[src/verilog/mcu_exec_pkg.sv]
`default_nettype none
package mcu_exec_pkg;
   // word and address widths, stack depth
   localparam int IW = 13;
   localparam int PW = 12;
   localparam int SD = 8;
   // major opcode groups in ir[12:11]
   localparam logic [1:0] G_REG = 2'h0, G_BIT = 2'h1, G_JMP = 2'h2, G_LIT = 2'h3;
   // register group function in ir[10:7], destination in ir[6]
   localparam logic [3:0] F_MISC = 4'h0, F_CLR = 4'h1, F_SUB = 4'h2, F_DEC = 4'h3;
   localparam logic [3:0] F_OR = 4'h4, F_AND = 4'h5, F_XOR = 4'h6, F_ADD = 4'h7;
   localparam logic [3:0] F_MOV = 4'h8, F_COM = 4'h9, F_INC = 4'hA, F_DJZ = 4'hB;
   localparam logic [3:0] F_RRC = 4'hC, F_RLC = 4'hD, F_SWAP = 4'hE, F_JZ = 4'hF;
   // operand-free codes in ir[5:0] when ir[12:6] is zero
   localparam logic [5:0] M_CONTROL_WRITE_INSTR = 6'h02, M_SLEEP = 6'h03, M_WATCHDOG_CLEAR_INSTR = 6'h04;
   localparam logic [5:0] M_ENI = 6'h05, M_IRQ_DISABLE_INSTR = 6'h06, M_RET = 6'h07, M_RETURN_FROM_IRQ_INSTR = 6'h08;
   localparam logic [5:0] M_CONTROL_READ_INSTR = 6'h09, M_LONG_CALL_INSTR = 6'h0A, M_LONG_JUMP_INSTR = 6'h0B;
   // literal group function in ir[10:8]
   localparam logic [2:0] L_MOV = 3'h0, L_OR = 3'h1, L_AND = 3'h2, L_XOR = 3'h3;
   localparam logic [2:0] L_RETURN_WITH_LITERAL_INSTR = 3'h4, L_SUB = 3'h5, L_IO = 3'h6, L_EXT = 3'h7;
   // core register addresses and control register window
   localparam logic [5:0] R_PC = 6'h02, R_STAT = 6'h03, R_BSEL = 6'h04, R_TPTR = 6'h05;
   localparam logic [5:0] IO_LO = 6'h05, IO_HI = 6'h0F;
   localparam logic [1:0] TP_BANK = 2'h1;
   // status byte layout, bank field and table select positions
   localparam int ST_C = 0, ST_DC = 1, ST_Z = 2, ST_P = 3, ST_T = 4, ST_PG = 5;
   localparam int BS_LO = 6, TP_SEL = 7;
   // reset values
   localparam logic [PW-1:0] RST_PC = 12'h000;
   localparam logic [7:0] RST_ACC = 8'h00, RST_CORE_CONTROL_REG = 8'h00;
   localparam logic RST_T = 1'b1, RST_P = 1'b1;

   typedef enum logic [2:0] {MD_RUN, MD_FLUSH, MD_SKIP, MD_LONG_CALL_INSTR, MD_LONG_JUMP_INSTR, MD_TABLE} mode_e;

   typedef struct packed {
      logic ph;
      mode_e mode;
      logic [IW-1:0] ir;
      logic [7:0] a;
      logic [PW-1:0] pc;
      logic [2:0] sp;
      logic [SD-1:0][PW-1:0] stk;
      logic z, c, dc, t, p;
      logic [1:0] page, bank;
      logic [7:0] tp, core_control_reg, da, dwd, iwd;
      logic dwe, iwe, watchdog_clear_instr, gie, sleep;
      logic [2:0] sy;
   } core_s;
endpackage : mcu_exec_pkg
`default_nettype wire

[src/verilog/mcu_instruction_execute_unit.sv]
// Overview of operation
// - decode 13-bit words into opcode and operands
// - two clocks per cycle, one cycle normally
// - program counter writes cost an extra cycle
// - any bit of any register testable; settable, clearable except status T/P and bank select bits 0-5
// - core registers behave as general registers
// - bank select bits 6,7 choose register bank
// - 8-bit data literals, 10-bit jump targets
// - sleep/watchdog clear reset watchdog, set T; sleep clears P, watchdog clear sets P
// - returns pop; irq return and enable/disable
// - control register moves, defined range only
// - add A+R, subtract R-A, set Z,C,DC
// - logic, inc/dec, clear, moves touch only Z
// - inc/dec skip on zero, flags untouched
// - rotates through carry, carry flag only
// - call pushes PC+1; jumps load page+literal
// - return with literal loads A and pops
// - table read low byte or high bits
`timescale 1ns/1ps
`default_nettype none
module mcu_instruction_execute_unit
   import mcu_exec_pkg::*;
(
   input wire logic sys_clk_in,
   input wire logic rst_b_in,
   input wire logic [IW-1:0] pm_data_in,
   input wire logic [7:0] dm_rdata_in,
   input wire logic [7:0] io_rdata_in,
   input wire logic wake_in,
   output logic [PW-1:0] pm_addr_out,
   output logic [7:0] dm_addr_out,
   output logic dm_we_out,
   output logic [7:0] dm_wdata_out,
   output logic io_we_out,
   output logic [7:0] io_wdata_out,
   output logic wdt_clear_out,
   output logic sleep_out,
   output logic irq_enable_out,
   output logic [7:0] core_control_out,
   output logic [7:0] status_out,
   output logic [7:0] acc_out
);

   core_s q, n;
   logic [7:0] rv, op, res, alu_r;
   logic [5:0] r;
   logic [3:0] fn;
   logic [8:0] t9;
   logic [4:0] t5;
   logic alu_c, alu_dc, alu_z, alu_cw, alu_zw;
   logic wr_r, wr_a, fl, do_push, do_pop, ex;
   logic [PW-1:0] pc1, push_val;

   // status byte as software sees it
   function automatic logic [7:0] stat_byte(input core_s s);
      logic [7:0] v;
      v = 8'h00;
      v[ST_C] = s.c;
      v[ST_DC] = s.dc;
      v[ST_Z] = s.z;
      v[ST_P] = s.p;
      v[ST_T] = s.t;
      v[ST_PG +: 2] = s.page;
      return v;
   endfunction : stat_byte

   // register read: core registers internal, everything else external
   function automatic logic [7:0] reg_rd(input core_s s, input logic [7:0] ext);
      logic [5:0] a;
      a = s.da[5:0];
      if (a == R_PC) return s.pc[7:0];
      else if (a == R_STAT) return stat_byte(s);
      else if (a == R_BSEL) return {s.bank, 6'h00};
      else if (a == R_TPTR && s.da[7:6] == TP_BANK) return s.tp;
      else return ext;
   endfunction : reg_rd

   // control register window check, used by decode and checks
   function automatic logic io_ok(input logic [5:0] a);
      return a >= IO_LO && a <= IO_HI;
   endfunction : io_ok

   // memory-side outputs; table cycles fetch from table pointer bits 3:0 and A
   assign pm_addr_out = (q.mode == MD_TABLE) ? {q.tp[3:0], q.a} : q.pc;
   assign dm_addr_out = q.da;
   assign dm_we_out = q.dwe;
   assign dm_wdata_out = q.dwd;
   assign io_we_out = q.iwe;
   assign io_wdata_out = q.iwd;
   assign wdt_clear_out = q.watchdog_clear_instr;
   assign sleep_out = q.sleep;
   assign irq_enable_out = q.gie;
   assign core_control_out = q.core_control_reg;
   assign status_out = stat_byte(q);
   assign acc_out = q.a;
   assign ex = q.ph && !q.sleep && q.mode == MD_RUN;

   // next-state logic: fetch on phase 0, execute on phase 1
   always_comb begin
      n = q;
      n.dwe = 1'b0;
      n.iwe = 1'b0;
      n.watchdog_clear_instr = 1'b0;
      n.sy = {q.sy[1:0], wake_in};
      r = q.da[5:0];
      rv = reg_rd(q, dm_rdata_in);
      pc1 = q.pc + 12'h001;
      res = 8'h00;
      wr_r = 1'b0;
      wr_a = 1'b0;
      fl = 1'b0;
      do_push = 1'b0;
      do_pop = 1'b0;
      push_val = pc1;
      // literal group reuses the register alu functions
      if (q.ir[12:11] == G_LIT) begin
         op = q.ir[7:0];
         unique case (q.ir[10:8])
            L_OR: fn = F_OR;
            L_AND: fn = F_AND;
            L_XOR: fn = F_XOR;
            L_SUB: fn = F_SUB;
            default: fn = F_MOV;
         endcase
      end else begin
         op = rv;
         fn = q.ir[10:7];
      end
      // alu: flag enables say which flags the function may touch
      t9 = 9'h000;
      t5 = 5'h00;
      alu_c = q.c;
      alu_dc = q.dc;
      alu_cw = 1'b0;
      alu_zw = 1'b1;
      unique case (fn)
         F_MISC: begin
            alu_r = q.a;
            alu_zw = 1'b0;
         end
         F_CLR: alu_r = 8'h00;
         F_SUB: begin
            t9 = {1'b0, op} - {1'b0, q.a};
            t5 = {1'b0, op[3:0]} - {1'b0, q.a[3:0]};
            alu_r = t9[7:0];
            alu_c = ~t9[8];
            alu_dc = ~t5[4];
            alu_cw = 1'b1;
         end
         F_ADD: begin
            t9 = {1'b0, q.a} + {1'b0, op};
            t5 = {1'b0, q.a[3:0]} + {1'b0, op[3:0]};
            alu_r = t9[7:0];
            alu_c = t9[8];
            alu_dc = t5[4];
            alu_cw = 1'b1;
         end
         F_DEC: alu_r = op - 8'h01;
         F_OR: alu_r = q.a | op;
         F_AND: alu_r = q.a & op;
         F_XOR: alu_r = q.a ^ op;
         F_MOV: alu_r = op;
         F_COM: alu_r = ~op;
         F_INC: alu_r = op + 8'h01;
         F_DJZ: begin
            alu_r = op - 8'h01;
            alu_zw = 1'b0;
         end
         F_JZ: begin
            alu_r = op + 8'h01;
            alu_zw = 1'b0;
         end
         F_RRC: begin
            alu_r = {q.c, op[7:1]};
            alu_c = op[0];
            alu_cw = 1'b1;
            alu_zw = 1'b0;
         end
         F_RLC: begin
            alu_r = {op[6:0], q.c};
            alu_c = op[7];
            alu_cw = 1'b1;
            alu_zw = 1'b0;
         end
         F_SWAP: begin
            alu_r = {op[3:0], op[7:4]};
            alu_zw = 1'b0;
         end
      endcase
      alu_z = alu_r == 8'h00;

      if (q.sleep) begin
         // oscillator stopped; a settled wake level restarts the core
         if (q.sy[1] && q.sy[2]) n.sleep = 1'b0;
      end else if (!q.ph) begin
         n.ph = 1'b1;
         n.ir = pm_data_in;
         // table cycles keep the latched target register address
         if (q.mode != MD_TABLE) n.da = {q.bank, pm_data_in[5:0]};
      end else begin
         n.ph = 1'b0;
         unique case (q.mode)
            MD_FLUSH: n.mode = MD_RUN;
            MD_SKIP: begin
               n.pc = pc1;
               n.mode = MD_RUN;
            end
            MD_LONG_CALL_INSTR, MD_LONG_JUMP_INSTR: begin
               // second word carries the full target
               n.pc = q.ir[PW-1:0];
               do_push = q.mode == MD_LONG_CALL_INSTR;
               n.mode = MD_RUN;
            end
            MD_TABLE: begin
               res = q.tp[TP_SEL] ? {3'h0, q.ir[12:8]} : q.ir[7:0];
               wr_r = 1'b1;
               n.mode = MD_RUN;
            end
            MD_RUN: begin
               n.pc = pc1;
               unique case (q.ir[12:11])
                  G_REG: begin
                     if (fn == F_MISC && !q.ir[6]) begin
                        if (q.ir[10:6] == 5'h00) begin
                           unique case (q.ir[5:0])
                              M_CONTROL_WRITE_INSTR: n.core_control_reg = q.a;
                              M_SLEEP: begin
                                 n.watchdog_clear_instr = 1'b1;
                                 n.t = 1'b1;
                                 n.p = 1'b0;
                                 n.sleep = 1'b1;
                              end
                              M_WATCHDOG_CLEAR_INSTR: begin
                                 n.watchdog_clear_instr = 1'b1;
                                 n.t = 1'b1;
                                 n.p = 1'b1;
                              end
                              M_ENI: n.gie = 1'b1;
                              M_IRQ_DISABLE_INSTR: n.gie = 1'b0;
                              M_RET: do_pop = 1'b1;
                              M_RETURN_FROM_IRQ_INSTR: begin
                                 do_pop = 1'b1;
                                 n.gie = 1'b1;
                              end
                              M_CONTROL_READ_INSTR: begin
                                 res = q.core_control_reg;
                                 wr_a = 1'b1;
                              end
                              M_LONG_CALL_INSTR: n.mode = MD_LONG_CALL_INSTR;
                              M_LONG_JUMP_INSTR: n.mode = MD_LONG_JUMP_INSTR;
                              default: ;
                           endcase
                        end
                     end else begin
                        res = alu_r;
                        wr_r = q.ir[6];
                        wr_a = !q.ir[6];
                        fl = 1'b1;
                        if ((fn == F_DJZ || fn == F_JZ) && alu_z) n.mode = MD_SKIP;
                     end
                  end
                  G_BIT: begin
                     unique case (q.ir[10:9])
                        2'h0: begin
                           res = rv & ~(8'h01 << q.ir[8:6]);
                           wr_r = 1'b1;
                        end
                        2'h1: begin
                           res = rv | (8'h01 << q.ir[8:6]);
                           wr_r = 1'b1;
                        end
                        2'h2: if (!rv[q.ir[8:6]]) n.mode = MD_SKIP;
                        2'h3: if (rv[q.ir[8:6]]) n.mode = MD_SKIP;
                     endcase
                  end
                  G_JMP: begin
                     n.pc = {q.page, q.ir[9:0]};
                     do_push = !q.ir[10];
                     n.mode = MD_FLUSH;
                  end
                  G_LIT: begin
                     unique case (q.ir[10:8])
                        L_MOV: begin
                           res = op;
                           wr_a = 1'b1;
                        end
                        L_RETURN_WITH_LITERAL_INSTR: begin
                           res = op;
                           wr_a = 1'b1;
                           do_pop = 1'b1;
                        end
                        L_IO: begin
                           // outside the window the access is dropped
                           if (io_ok(q.ir[5:0]) && q.ir[7]) begin
                              res = io_rdata_in;
                              wr_a = 1'b1;
                           end else if (io_ok(q.ir[5:0])) begin
                              n.iwe = 1'b1;
                              n.iwd = q.a;
                           end
                        end
                        L_EXT: begin
                           if (q.ir[7]) n.mode = MD_TABLE;
                           else n.bank = q.ir[1:0];
                        end
                        default: begin
                           res = alu_r;
                           wr_a = 1'b1;
                           fl = 1'b1;
                        end
                     endcase
                  end
               endcase
            end
         endcase
         // stack: returns pop into the counter and take the slow path
         if (do_push) begin
            n.stk[q.sp] = push_val;
            n.sp = q.sp + 3'h1;
         end
         if (do_pop) begin
            n.sp = q.sp - 3'h1;
            n.pc = q.stk[q.sp - 3'h1];
            n.mode = MD_FLUSH;
         end
         if (wr_a) n.a = res;
         // register write-back; core registers never reach the data port
         if (wr_r) begin
            if (r == R_PC) begin
               n.pc = {q.pc[PW-1:8], res};
               n.mode = MD_FLUSH;
            end else if (r == R_STAT) begin
               // timeout and power-down are read only
               n.c = res[ST_C];
               n.dc = res[ST_DC];
               n.z = res[ST_Z];
               n.page = res[ST_PG +: 2];
            end else if (r == R_BSEL) begin
               n.bank = res[BS_LO +: 2];
            end else if (r == R_TPTR && q.da[7:6] == TP_BANK) begin
               n.tp = res;
            end else begin
               n.dwe = 1'b1;
               n.dwd = res;
            end
         end
         // flags win over an explicit status write in the same cycle
         if (fl && alu_zw) n.z = alu_z;
         if (fl && alu_cw) begin
            n.c = alu_c;
            n.dc = alu_dc;
         end
      end
   end

   // the only state register
   always_ff @(posedge sys_clk_in or negedge rst_b_in) begin
      if (!rst_b_in) begin
         q <= '0;
         q.mode <= MD_RUN;
         q.pc <= RST_PC;
         q.a <= RST_ACC;
         q.core_control_reg <= RST_CORE_CONTROL_REG;
         q.t <= RST_T;
         q.p <= RST_P;
      end else begin
         q <= n;
      end
   end
endmodule : mcu_instruction_execute_unit
`default_nettype wire

[config.mk]
export PLATFORM = sky130hd
export DESIGN_NAME = mcu_instruction_execute_unit
export DESIGN_NICKNAME = d
export VERILOG_FILES = /design/src/verilog/mcu_exec_pkg.sv /design/src/verilog/mcu_instruction_execute_unit.sv
export SDC_FILE = /design/constraint.sdc
export NUM_CORES = 1
export LEC_CHECK = 0
export BUFFER_PORTS_ARGS = -buffer_cell sky130_fd_sc_hd__buf_2
export CAP_MARGIN = 10
export CORE_UTILIZATION = 25
export DETAILED_ROUTE_END_ITERATION = 10
export PLACE_DENSITY = 0.44
export SYNTH_ARGS = -nofsm -noshare
export SYNTH_HDL_FRONTEND = slang
export SYNTH_SLANG_ARGS = --single-unit
[constraint.sdc]
create_clock -name sys_clk_in -period 12 [get_ports sys_clk_in]
set_clock_uncertainty 0.1 [all_clocks]
set_input_delay 1.2 -clock sys_clk_in [delete_from_list [all_inputs] [get_ports sys_clk_in]]
set_output_delay 1.2 -clock sys_clk_in [all_outputs]
set_load 0.01 [all_outputs]
==> results.cfg <==
[status]
status = completed

[cts]
cts_resized = 0
cts_max_level = 4
cts_tree = done
cts_made_buffers = 17
ctsHoldBuffers = 0
insertion_delay_ps = 470
post_cts_buffers = 0
cts.clk_slew.worst_paths_ps = 80
clock_path_buffers = 2
clock-sinks = 192
root_buffer = clkbuf_16

[worst_hold_path]
worstHoldPathType = reg2reg

[yosys]
ys.flop_type = dfrtp_1
synth_compound_area_share_pct = 21.52
synth_area_sq_mm = 0.01309
synthCells = 1490
synthSimpleGateAreaFrac_pct = 17.01
yosys_warnings = 0
ys_ff_latch = 192
synth_xor_area_share_pct = 2.007
synthArstFlopShare_pct = 100.0
synthMuxAreaShare_pct = 11.10
synth_edf_count = 0
synth_top_family_by_area = compound AO/OA/AOI/OAI gates
yosys.cell_types.count = 89
synthAdderAreaFrac_pct = 4.282
avgSynthCellArea_sq_um = 8.786
synth_seq_area_share_pct = 36.71
syn_nets = 1565

[power_and_ir_drop]
p_switching_mw = 1.232
max-vdd-ir-drop_v = 0.00009861
p_per_area_mw_per_mm2 = 193.7
combPwrFrac_pct = 41.4
internal_power_mw = 1.565
p_leak_nw = 6.132
total_power_mw = 2.797
power_frac_clock_pct = 21.5
sw_frac_of_total_pct = 44.05
seqPwrFrac_pct = 37.0

[routing]
wirelength_mm = 51.91
ant_nets = 0
vias_per_cell = 5.410
dr.first_iter.drc_count = 1137
drc = 0
drt_pre_antenna_iters = 5
vias = 11760
wire_per_inst_um = 23.89

[setup_path]
critPathMaxStageDelay_ps = 800
timing.rr.start = dm_addr_out[1]
path_cells = nor2b_1 > a31oi_1 > o2bb2ai_1 > o21ai_0 > o21ai_1 > ha_1 > inv_1 > fa_1 > o21bai_1 > a21o_1 > a31oi_1 > a221o_1 > a221o_1 > nor3_1 > nor2_1 > a21oi_1 > a2bb2oi_1 > o21ai_0
cp.required_ps = 12220
endpoint_kind = flop
cp.arrival_ps = 6980
cp_slowest_cell = o21ai_1
cp-start-kind = flop
ff2ff_path_depth = 18
critPathKind = reg2reg
startpoint = dm_addr_out[1]
crit_path_max_fanout = 13
r2r_end = q[162]
reg2reg_slack_ps = 5230
critical_path.endpoint = q[162]

[global_routing]
grt_first_pass_wirelength_mm = 77.20
grt_max_degree = 72
grtUsageTotal_pct = 19.55
overflow = 0
grt_pass1_vias = 11400
antenna_found_initial = 0

[sta]
holdWs_ps = 252.1
hold_violations = 0
period_share_pct = 56.38
setup_violations = 0
rsz0062_at_grt = false
max_freq_mhz = 147.8
slew_violations = 0
setup-tns-final_ps = 0
setup_slack_ps = 5235
tightest_slew_ps = 1225
fin_crit_ps = 6765
slew_headroom_pct = 17.65

[die]
ioPinCount = 97
die_area_sq_mm = 0.05328
die_h_um = 230.8
die_width_um = 230.8
rows = 83
start_util_pct = 25.42
core_area_sq_mm = 0.05151

[layout]
final_cells = 2173
final_util_pct = 28.04
drive_gt1_share_pct = 17.49
area_growth_pct = 10.31
stdcell_area_sq_mm = 0.01444
final_cell_mix = nand2_1, dfrtp_1, o21ai_0
nets = 1554
layout_commonest_cell = nand2_1

[flow_run]
cap_violations = 0

[placement]
place_worst_setup_slack_ps = 5430
hpwl_mm = 37.75
place.gp.congestion = 0.9606
place_inst = 2140
portBuffers = 94
dpl_cell_area_sq_mm = 0.01382
[power by group through the flow]
stage	clock network, mW	logic, mW	registers [mW]
finish	0.602	1.16	1.04
global route	0.644	1.26	1.06
CTS	0.623	1.16	1.03
detailed placement	0	1.15	1.05
global placement	0	1.16	1.04
floorplan	0	0.884	0.889
[cell families (layout without fill, tap and decap cells)]
kind of cell / count (synthesis) / count (layout)
AND/OR/NAND/NOR: 484 / 484
AO/OA/AOI/OAI: 441 / 441
flip-flops: 192 / 192
buffers and inverters: 192 / 194
multiplexers: 106 / 106
adder cells (fa/ha/maj): 43 / 43
XOR/XNOR: 30 / 30
other: 2 / 3
[Yosys cell counts (all sizes together) (13+ instances only)]
cell	n	area, sq um
nand2b	25	158.9
mux4	26	585.6
mux2	53	596.8
o22ai	19	118.9
mux2i	27	270.3
nand2	211	792.0
inv	41	153.9
buf	80	536.8
dfrtp	191	4780
clkbuf	70	262.8
xor2	14	122.6
nor2	111	416.7
o21ai	162	810.8
a21oi	94	478.0
nand3	25	125.1
ha	40	500.5
nor3	30	160.2
o211ai	16	125.1
a22oi	15	112.6
xnor2	16	140.1
a211oi	13	102.6
[worst max-delay path, delay by kind of cell (launching register included)]
| family | cells | cell delay [ps] |
|---|---|---|
| buffers and inverters | 1 | 80 |
| adder cells (fa/ha/maj) | 2 | 760 |
| AND/OR/NAND/NOR | 3 | 1040 |
| AO/OA/AOI/OAI | 12 | 4080 |
| flip-flops | 1 | 560 |
[final cells by class]
cell class | count | area [sq um]
clock buffers | 17 | 425.4
diodes | 1 | 2.502
flip-flops and latches | 192 | 4807
clock inverters | 15 | 190.2
multi-input cells | 1106 | 7333
fillers | 5575 | 37070
inverters | 42 | 157.7
well taps | 680 | 850.8
repair buffers | 120 | 674.4
[how the worst min path moves through the flow]
stage | start | end | depth (start not counted)
final | n[1] | n[2] | 0
after global routing | n[1] | n[2] | 0
after CTS | n[1] | n[2] | 0
after detailed placement | n[1] | n[2] | 0
after global placement | n[1] | n[2] | 0
after floorplan | n[1] | n[2] | 0
[metal layers]
layer | part of all wire [%] | track usage (%)
met2 | 47 | 31.18
met5 | 0 | 0
met3 | 6.2 | 3.372
met1 | 44 | 26.29
met4 | 3.1 | 7.368
Power figures use the tool's default switching activity.
